===== src/flash_self_program_regs.vh =====
// Purpose: register offsets, field positions and timing counts of the
//          self-programming flash sequencer.
// Assumes: 32-bit bus words, one register per aligned word.
// Notes:   included by the sequencer only.
`ifndef FLASH_SELF_PROGRAM_REGS_VH
`define FLASH_SELF_PROGRAM_REGS_VH

// Byte offsets of the registers
`define OFS_CTRL 8'h00
`define OFS_DATA_LOW 8'h04
`define OFS_DATA_HIGH 8'h08
`define OFS_POINTER 8'h0c
`define OFS_STORE 8'h10
`define OFS_LOAD 8'h14

// Control register bit positions
`define BIT_IRQ_EN 7
`define BIT_RWW_BUSY 6
`define BIT_REENABLE 4
`define BIT_LOCK_SET 3
`define BIT_PAGE_WRITE 2
`define BIT_PAGE_ERASE 1
`define BIT_PROG_EN 0

// Lower five control bit patterns
`define PAT_LOAD 5'h01
`define PAT_ERASE 5'h03
`define PAT_WRITE 5'h05
`define PAT_LOCK 5'h09
`define PAT_REENABLE 5'h11

// Reset values
`define RST_CTRL 5'h00
`define RST_LOCK 4'hf
`define RST_BUF_WORD 16'hffff

// Command windows in clock cycles
`define STORE_WINDOW 3'h4
`define LOCK_READ_MIN 3'h2

// Programming time and clock period
`define PROG_TIME_NS 3700000
`define CLK_PERIOD_NS 8

`endif


===== src/flash_self_program_sequencer.v =====
// Purpose: self-programming sequencer for on-chip program flash,
//          reached over AHB-Lite.
// Assumes: one clock, asynchronous active-high reset, flash macro and
//          EEPROM busy on the same clock.
// Notes:   the store and load registers stand in for the core's
//          store-program and load-program instructions.
//
// Behaviour
// - Erase pattern then store within four cycles
// - Erase of halting region halts the core
// - Load pattern plus store fills buffer word
// - Buffer cleared after write, reenable, reset
// - EEPROM write mid-load discards buffer
// - Write pattern plus store programs page
// - Write of halting region halts the core
// - Irq asserted while enable bit clear
// - Erase or write blocks concurrent region reads
// - Busy flag set while region blocked
// - Lock pattern plus store sets lock bits
// - Zero in data bits 5..2 programs lock
// - Pointer ignored during lock set
// - Flash readable while locks are programmed
// - EEPROM busy refuses commands and lock reads
// - Target page latched at operation start
// - Loads select byte by pointer bit zero
// - Buffer words load in any order
// - Enable bit clears after store or timeout
// - Undefined patterns have no effect
// - Buffer load clears busy flag
// - Erase, write, lock take 3.7 ms minimum
`timescale 1ns/10ps
`include "flash_self_program_regs.vh"

module flash_self_program_sequencer #(
   parameter PAGE_W = 7,
   parameter WORD_W = 5,
   parameter HALT_FIRST_PAGE = 96,
   parameter PROG_CYCLES = (`PROG_TIME_NS + `CLK_PERIOD_NS - 1) / `CLK_PERIOD_NS,
   parameter TIMER_W = 20
) (
   // Clock and reset
   input wire clk,
   input wire rst,
   // AHB-Lite slave
   input wire hsel,
   input wire [31:0] haddr,
   input wire [1:0] htrans,
   input wire hwrite,
   input wire [2:0] hsize,
   input wire [31:0] hwdata,
   input wire hready,
   output wire hreadyout,
   output reg [31:0] hrdata,
   output wire hresp,
   // Core side
   output wire irq_req,
   output reg core_halt_r,
   output wire rww_read_block,
   // EEPROM status and fuse values
   input wire eeprom_write_busy,
   input wire [7:0] fuse_low,
   input wire [7:0] fuse_high,
   input wire [7:0] fuse_ext,
   // Flash macro
   output reg flash_erase_r,
   output reg flash_program_r,
   output reg [PAGE_W-1:0] flash_page_r,
   output wire [14:0] flash_rd_addr,
   input wire [15:0] flash_rd_word,
   input wire [WORD_W-1:0] buf_idx,
   output wire [15:0] buf_word,
   output reg [3:0] lock_bits_r
);

   localparam DEPTH = 1 << WORD_W;
   // First page whose erase or write halts the core
   localparam [PAGE_W-1:0] HALT_PG = HALT_FIRST_PAGE[PAGE_W-1:0];
   localparam [TIMER_W-1:0] PROG_CNT = PROG_CYCLES[TIMER_W-1:0];
   // Sequencer states
   localparam ST_IDLE = 1'b0;
   localparam ST_OP = 1'b1;

   ////////////////////////////////////////////////////////////////////
   // Helpers

   // Page field of a pointer value
   function [PAGE_W-1:0] page_of;
      input [15:0] p;
      begin
         page_of = p[WORD_W+PAGE_W:WORD_W+1];
      end
   endfunction

   // True when the pattern is one of the five commands
   function pat_ok;
      input [4:0] p;
      begin
         pat_ok = (p == `PAT_LOAD) || (p == `PAT_ERASE) ||
            (p == `PAT_WRITE) || (p == `PAT_LOCK) ||
            (p == `PAT_REENABLE);
      end
   endfunction

   ////////////////////////////////////////////////////////////////////
   // State

   reg st_r; // Idle or timed operation
   reg [4:0] cmd_r; // Lower control bits
   reg irq_en_r; // Ready interrupt enable
   reg busy_flag_r; // Concurrent region busy
   reg [2:0] win_r; // Cycles left to issue a store
   reg [TIMER_W-1:0] timer_r; // Operation time left
   reg [7:0] data_low_r; // Low data register
   reg [7:0] data_high_r; // High data register
   reg [15:0] ptr_r; // Address pointer
   reg loaded_r; // Buffer holds loaded words
   reg [15:0] buf_r [0:DEPTH-1]; // Temporary page buffer
   reg ap_wr_r; // Pending data-phase write
   reg [7:0] ap_addr_r; // Its offset
   integer i;

   ////////////////////////////////////////////////////////////////////
   // Bus decode

   // Zero wait states and always OKAY keep the master simple
   assign hreadyout = 1'b1;
   assign hresp = 1'b0;

   wire ap_take = hsel && hready && htrans[1];
   wire ap_rd = ap_take && !hwrite;
   wire [7:0] ap_ofs = haddr[7:0];
   wire wr_ctrl = ap_wr_r && (ap_addr_r == `OFS_CTRL);
   wire wr_store = ap_wr_r && (ap_addr_r == `OFS_STORE);
   wire [4:0] wpat = hwdata[4:0];

   // Store is honoured only inside the window and with no EEPROM write
   wire store_go = wr_store && (win_r != 3'h0) && (st_r == ST_IDLE) &&
      !eeprom_write_busy;

   // Lock read armed for three cycles after the control write
   wire lock_rd = ap_rd && (ap_ofs == `OFS_LOAD) &&
      (cmd_r == `PAT_LOCK) && (st_r == ST_IDLE) &&
      (win_r >= `LOCK_READ_MIN);

   // Page under the pointer; reads of a halting page stay open while busy
   wire [PAGE_W-1:0] ptr_page = page_of(ptr_r);
   wire halting = ptr_page >= HALT_PG;

   ////////////////////////////////////////////////////////////////////
   // Status outputs

   // Level request for as long as the enable bit reads clear
   assign irq_req = irq_en_r && !cmd_r[`BIT_PROG_EN];
   assign rww_read_block = busy_flag_r;
   // Loads address bytes, so the word address drops bit zero
   assign flash_rd_addr = ptr_r[15:1];
   assign buf_word = buf_r[buf_idx];

   ////////////////////////////////////////////////////////////////////
   // Read data

   // Read value chosen in the address phase, held in the data phase
   reg [31:0] rd_nxt;
   always @* begin
      rd_nxt = 32'h0;
      case (ap_ofs)
         `OFS_CTRL: begin
            rd_nxt[7:0] = {irq_en_r, busy_flag_r, 1'b0, cmd_r};
         end
         `OFS_DATA_LOW: begin
            rd_nxt[7:0] = data_low_r;
         end
         `OFS_DATA_HIGH: begin
            rd_nxt[7:0] = data_high_r;
         end
         `OFS_POINTER: begin
            rd_nxt[15:0] = ptr_r;
         end
         `OFS_LOAD: begin
            if (lock_rd) begin
               if (eeprom_write_busy) begin
                  rd_nxt = 32'h0;
               end else begin
                  case (ptr_r[1:0])
                     2'h0: rd_nxt[7:0] = fuse_low;
                     2'h1: rd_nxt[7:0] = {2'h3, lock_bits_r, 2'h3};
                     2'h2: rd_nxt[7:0] = fuse_ext;
                     default: rd_nxt[7:0] = fuse_high;
                  endcase
               end
            end else if (busy_flag_r && !halting) begin
               // Blocked region reads as zero
               rd_nxt = 32'h0;
            end else if (ptr_r[0]) begin
               rd_nxt[7:0] = flash_rd_word[15:8];
            end else begin
               rd_nxt[7:0] = flash_rd_word[7:0];
            end
         end
         default: begin
            rd_nxt = 32'h0; // Unmapped and store read as zero
         end
      endcase
   end

   // Read data register
   always @(posedge clk or posedge rst) begin
      if (rst) begin
         hrdata <= 32'h0;
      end else if (ap_rd) begin
         hrdata <= rd_nxt;
      end
   end

   // Address phase capture
   always @(posedge clk or posedge rst) begin
      if (rst) begin
         ap_wr_r <= 1'b0;
         ap_addr_r <= 8'h00;
      end else if (hready) begin
         ap_wr_r <= ap_take && hwrite;
         ap_addr_r <= ap_offs_or_zero(ap_take, ap_ofs);
      end
   end

   // Offset kept only for a real transfer
   function [7:0] ap_offs_or_zero;
      input t;
      input [7:0] o;
      begin
         ap_offs_or_zero = t ? o : 8'h00;
      end
   endfunction

   ////////////////////////////////////////////////////////////////////
   // Data and pointer registers

   // Plain storage; an operation keeps its own latched page
   always @(posedge clk or posedge rst) begin
      if (rst) begin
         data_low_r <= 8'h00;
         data_high_r <= 8'h00;
         ptr_r <= 16'h0000;
      end else if (ap_wr_r) begin
         if (ap_addr_r == `OFS_DATA_LOW) begin
            data_low_r <= hwdata[7:0];
         end
         if (ap_addr_r == `OFS_DATA_HIGH) begin
            data_high_r <= hwdata[7:0];
         end
         if (ap_addr_r == `OFS_POINTER) begin
            ptr_r <= hwdata[15:0];
         end
      end
   end

   ////////////////////////////////////////////////////////////////////
   // Temporary page buffer

   // Last cycle of a timed operation
   wire op_end = (st_r == ST_OP) && (timer_r == {{(TIMER_W-1){1'b0}}, 1'b1});
   wire buf_we = store_go && (cmd_r == `PAT_LOAD);
   // Clear after a page write, on re-enable, or on an EEPROM write
   // that lands while words are loaded
   wire buf_clr = (op_end && flash_program_r) ||
      (wr_ctrl && wpat == `PAT_REENABLE && st_r == ST_IDLE) ||
      (eeprom_write_busy && loaded_r);

   // Any word may be written in any order, before or after erase
   always @(posedge clk or posedge rst) begin
      if (rst) begin
         loaded_r <= 1'b0;
         for (i = 0; i < DEPTH; i = i + 1) begin
            buf_r[i] <= `RST_BUF_WORD;
         end
      end else if (buf_clr) begin
         loaded_r <= 1'b0;
         for (i = 0; i < DEPTH; i = i + 1) begin
            buf_r[i] <= `RST_BUF_WORD;
         end
      end else if (buf_we) begin
         loaded_r <= 1'b1;
         buf_r[ptr_r[WORD_W:1]] <= {data_high_r, data_low_r};
      end
   end

   ////////////////////////////////////////////////////////////////////
   // Sequencer

   // Control writes, store window, timed operations and flags
   always @(posedge clk or posedge rst) begin
      if (rst) begin
         st_r <= ST_IDLE;
         cmd_r <= `RST_CTRL;
         irq_en_r <= 1'b0;
         busy_flag_r <= 1'b0;
         win_r <= 3'h0;
         timer_r <= {TIMER_W{1'b0}};
         core_halt_r <= 1'b0;
         flash_erase_r <= 1'b0;
         flash_program_r <= 1'b0;
         flash_page_r <= {PAGE_W{1'b0}};
         lock_bits_r <= `RST_LOCK;
      end else if (st_r == ST_OP) begin
         // Enable bit stays set until the timed operation ends
         if (wr_ctrl) begin
            irq_en_r <= hwdata[`BIT_IRQ_EN];
         end
         timer_r <= timer_r - {{(TIMER_W-1){1'b0}}, 1'b1};
         if (op_end) begin
            st_r <= ST_IDLE;
            cmd_r <= `RST_CTRL;
            core_halt_r <= 1'b0;
            flash_erase_r <= 1'b0;
            flash_program_r <= 1'b0;
         end
      end else if (store_go) begin
         win_r <= 3'h0;
         case (cmd_r)
            `PAT_LOAD: begin
               cmd_r <= `RST_CTRL;
               busy_flag_r <= 1'b0;
            end
            `PAT_ERASE, `PAT_WRITE: begin
               // Page latched so the pointer is free from here on
               st_r <= ST_OP;
               timer_r <= PROG_CNT;
               flash_page_r <= ptr_page;
               flash_erase_r <= (cmd_r == `PAT_ERASE);
               flash_program_r <= (cmd_r == `PAT_WRITE);
               busy_flag_r <= !halting;
               core_halt_r <= halting;
            end
            `PAT_LOCK: begin
               // Pointer ignored; reads stay open
               st_r <= ST_OP;
               timer_r <= PROG_CNT;
               lock_bits_r <= lock_bits_r & data_low_r[5:2];
            end
            `PAT_REENABLE: begin
               cmd_r <= `RST_CTRL;
               busy_flag_r <= 1'b0;
            end
            default: begin
               cmd_r <= `RST_CTRL;
            end
         endcase
      end else if (wr_ctrl) begin
         irq_en_r <= hwdata[`BIT_IRQ_EN];
         // Undefined patterns and patterns written under an EEPROM write are dropped
         if (pat_ok(wpat) && !eeprom_write_busy) begin
            cmd_r <= wpat;
            win_r <= `STORE_WINDOW;
         end
      end else if (lock_rd) begin
         // A lock or fuse read consumes the armed command
         cmd_r <= `RST_CTRL;
         win_r <= 3'h0;
      end else if (win_r != 3'h0) begin
         win_r <= win_r - 3'h1;
         if (win_r == 3'h1) begin
            cmd_r <= `RST_CTRL;
         end
      end
   end

endmodule


===== config.mk =====
export PLATFORM = sky130hd
export DESIGN_NAME = flash_self_program_sequencer
export DESIGN_NICKNAME = d
export VERILOG_FILES = /design/src/flash_self_program_sequencer.v
export VERILOG_INCLUDE_DIRS = /design/src
export SDC_FILE = /design/constraint.sdc
export NUM_CORES = 1
export LEC_CHECK = 0
export BUFFER_PORTS_ARGS = -buffer_cell sky130_fd_sc_hd__buf_2
export CORE_UTILIZATION = 61
export CTS_CLUSTER_DIAMETER = 200
export DETAILED_ROUTE_END_ITERATION = 7
export HOLD_SLACK_MARGIN = 0.05
export PLACE_DENSITY = 0.86
export SLEW_MARGIN = 5
export SYNTH_ARGS = -nofsm -noshare
export SYNTH_HDL_FRONTEND = slang
export SYNTH_SLANG_ARGS = --single-unit
export TNS_END_PERCENT = 100

===== constraint.sdc =====
create_clock -name clk -period 24.7 [get_ports clk]
set_input_delay 4.94 -clock clk [delete_from_list [all_inputs] [get_ports clk]]
set_output_delay 4.94 -clock clk [all_outputs]
set_load 0.05 [all_outputs]

; ---- Word-level counts from Yosys, hierarchy flattened
; Index checks and enable logic that the tools add are counted.
[word_totals]
ff_bits = 631
wordCells = 200
[op_classes]
addsub = 2
magnitude_cmp = 5
eq_ne = 27
muxes = 54
bitwise = 4
n_reduce_logical = 58
[ops]
columns = cell, count
row1 = $mux W512, 2
row2 = $bwmux W512, 1
row3 = $bmux W16 S5, 1
row4 = $demux W16 S5, 1
row5 = $mux W16, 4
row6 = $mux W20, 3
row7 = $mux W5, 9
row8 = $mux W8, 5
row9 = $pmux W8 S5, 1
row10 = $eq A8 B4 Y1 const B, 4
row11 = $pmux W8 S3, 1
row12 = $logic_and A1 B1 Y1, 23
row13 = $eq A20 B1 Y1 const B, 1
row14 = $sub A20 B1 Y20 const B, 1
row15 = $mux W1, 19
row16 = $eq A8 B3 Y1 const B, 2
row17 = $eq A8 B5 Y1 const B, 2
row18 = $logic_not A8 Y1, 2
row19 = $pmux W8 S2, 1
row20 = $mux W3, 5
row21 = $reduce_and A3 Y1, 5
row22 = $ge A6 B6 Y1 const B, 2
row23 = $not A5 Y6, 2
row24 = $eq A5 B1 Y1 const B, 2
row25 = other kinds (30), 51

; ---- Depth between registers and ports, before layout
[depth]
ltp_word = 11
ltp_mapped = 11
depth_no_buf = 7

; ---- Least setup slack after synthesis
; OpenSTA, ideal clock, no wires.
[synth_path]
path_type = input port to output port
from = in buf_idx[1]
to = out buf_word[0]
arrival_ns = 7.363
setup_slack_ns = 12.397
path_stages = 6
path_buffers = 3
path_cell_list = buf_2 clkbuf_1 clkbuf_1 mux4_2 mux2i_1 a221oi_1
[synth_between]
elab_chain_cells = 4
[synth_lines]
columns = element, line_no
row1 = "start, declared", flash_self_program_sequencer.v:70  ; input wire [WORD_W-1:0] buf_idx,
row2 = $not A5 Y6 (not written as such), flash_self_program_sequencer.v:157  ; assign buf_word = buf_r[buf_idx];
row3 = $bmux W16 S5, flash_self_program_sequencer.v:157
row4 = $mux W16 (not written as such) (2 in a row), flash_self_program_sequencer.v:157
row5 = "end, declared", flash_self_program_sequencer.v:71  ; output wire [15:0] buf_word,
; No other way between the ends. The select of a mux whose other input is x is not followed.

; ---- Worst setup path in the final report
[layout_path]
from = in buf_idx[0]
to = out buf_word[0]
; The elaborated chain is that of the path after synthesis.

==> metrics.txt <==
worst-margin pin slew 1280 ps; total CTS buffers between 60 and 70; Setup TNS 0 ps; Die X 228 um; # rows 82; cell count after synthesis ~3,200; YS warnings 0; CP max stage delay around 850 ps; port buffer count between 100 and 150; Via Count 25,152; vias in the first global route 25,549; CP endpoint kind primary output; CP max FO between 40 and 50; fillers 3,480; Worst Setup Slack post-DPL about 11,000 ps; total track usage between 30% and 40%; drt wl/cell around 24 um; worst-case clock skew around 24 ps; area grow syn2layout 7.62%; synthesized area per cell 9.80 um^2; Core Area 50,300 um^2; min Tclk post-route ~14,000 ps; setup violators final 0; slowest CP cell buf_4; first-pass GRT wire length between 100,000 and 150,000 um; initial antenna violation count 2; Post-synth EDFFs 0; power per cell area about 66 nW/um^2; Max Slew Vio Count 0; gpl congestion a little over 0.9; post-synthesis sequential area ratio 51.5%; CTS Hold Buffers Added 0; post-synth top area share a little over two fifths; Final #Nets between 3,000 and 4,000; Setup crit start kind input pin; critical path required time ~20,000 ps; Static Leak between 10 and 15 nW; CTS tree built; total wire length between 80,000 and 90,000 um; final worst slack roughly 11,000 ps; full die area 51,900 um^2; total gr overflow 0; CP Data Arrival Time approximately 9000 ps; Final Hold Viols 0; First-pass DRT Iterations 6; CTS Sinks just over 600; Hold Path Class reg2reg; top post-synthesis cells by area dfstp_2, nand2_1, mux4_2; max-cap check violation count 0; commonest cells in the netlist nand2_1, nand3_1, dfstp_2; CP top delay family buffers and inverters; Mapped Area just over 30,000 um^2; DPL Wire Length between 50,000 and 60,000 um; #FFs+latches synth slightly above 600; placed insts 3,693; status completed; Tcrit/Tclk final between 50 and 60%; crit-path most repeated cell buf_4; IO Pins between 200 and 250; layout cells sized above 1 about a third; DRC 0; Slew HR about 15%; Yosys top cell by area dfstp_2; Max Freq roughly 70 MHz; Final ANT Viol Nets 0; kind of critical path in2out; fin cells between 3,000 and 4,000; H-tree depth 2; CP bufs+invs 4; worst vdd ir 0.0673 mV; count leader, synth nand2_1; worst path cell trace clkbuf_8 > buf_4 > buf_4 > mux4_2 > mux2i_1 > a22o_1 > a221oi_1 > buf_2; DRT iter0 DRCs 3,647; PostCTS Resize Cnt 0; maximum number of pins on one net before global-route repair 290; RSZ-0062 raised after global routing no; Post-CTS Setup Inserts 0; synth unique cells 64; worst skew pair latency between 600 and 700 ps; Root Driver clkbuf_16; Via density roughly 6.6; Max Root-Sink Buffers 3; clock slew seen by the registers of the worst setup and hold paths 60 ps; top_reg_cell synth dfstp_2; Initial Utilization between 60% and 70%; asr flop ratio synth 100%; Die H 228 um
==> power breakdown <==
part	leakage, nW	total [W]	internal, W	switching (W)
sequential	6.56	0.00103	0.00102	0.00000961
clock	1.03	0.000981	0.000566	0.000415
combinational	7.04	0.000211	0.0000470	0.000164
==> area by class of cell <==
class                           instances  area (um^2)  share of cell area (%)
Timing Repair Buffer                  167          960                    2.87
Clock buffer                           84         1700                    5.09
Clock inverter                         30          383                    1.14
Antenna cell                            1         2.50                 0.00747
Inverter                               19         78.8                   0.235
Multi-Input combinational cell       2220        13500                    40.3
Sequential cell                       615        16000                    47.9
Tap cell                              672          841                    2.51
==> per-layer routing <==
metal  vias to the layer above  track usage [%]  routed length (um)
met3                       374             9.93               11000
met2                      1740             52.8               41200
li1                      10594                -                   -
met1                     12442             43.8               31600
met5                         -                0                  13
met4                         2             21.5                5770
==> logic make-up (layout without fill, tap and decap cells) <==
logic type / Yosys count / in the layout / synth area share, %
buf+inv: 357 / 300 / 5.33
other cells: 2 / 19 / 0.0241
flops: 615 / 615 / 51.5
mux: 268 / 268 / 14.4
compound gates: 108 / 108 / 2.55
simple gates: 1810 / 1810 / 25.6
xor+xnor: 10 / 10 / 0.282
fa+ha+maj: 6 / 6 / 0.241
==> path summary, 6_finish.rpt <==
path	start	endpoint	slack, ps	cells past startpoint
hold / removal	buf_r[501]	buf_r[501]	480	2
setup reg to reg	win_r[0]	buf_r[417]	21010	7
min in group asynchronous	rst	ptr_r[5]	4540	2
setup / recovery	buf_idx[0]	buf_word[0]	10720	8
hold reg to reg	buf_r[501]	buf_r[501]	480	2
max in group asynchronous	rst	buf_r[122]	17990	4
==> layout by cell type (no fill, tap or decap), types with 4 or more instances in the layout <==
master,instances
nor4_1,6
xor2_1,5
a221oi_1,16
nand2_1,1057
nand2b_1,7
nor2_1,48
and2_1,6
conb_1,18
dfstp_2,516
and4_1,18
buf_2,135
clkbuf_16,61
or4_1,5
nor3_1,42
a22o_1,27
nand4_1,24
xnor2_1,5
o21a_1,5
mux2_2,42
nor3_2,4
buf_4,28
a211oi_1,5
and3_1,22
clkinv_2,15
inv_1,18
o21ai_0,17
o21ai_1,8
or3_1,5
or2_2,5
ha_1,6
nor2b_1,5
clkbuf_8,10
clkbuf_1,14
mux4_2,139
dfrtp_1,99
bufinv_16,8
mux2i_1,86
a22oi_1,7
nand3_1,536
a21oi_1,9
==> flip-flops by register name, summed over array words and instances, names as in the netlist, 5 cells and up <==
name and flops:
flash_page_r 7, ap_addr_r 8, data_low_r 8, timer_r 20, data_high_r 8, cmd_r 5
ptr_r 16, buf_r 512, hrdata 16
==> worst min-delay path, cell delays in order (launching register included) <==
cell and delay (ps):
dfstp_2 370, nand2_1 50, nand3_1 60
==> per-stage QoR <==
stage / hold slack [ps] / area [um^2] / power, W / util, %
detailed placement: 474 / 31400 / 0.00124 / 62.4
floorplan: 439 / 31200 / 0.00118 / -
global route: 494 / 33500 / 0.00227 / 66.6
CTS: 482 / 33500 / 0.00221 / 66.6
finish: 481 / 33500 / 0.00222 / 66.6
global placement: 459 / 31400 / 0.00124 / 62.4
Note: power is estimated with default switching activity, not from simulation.
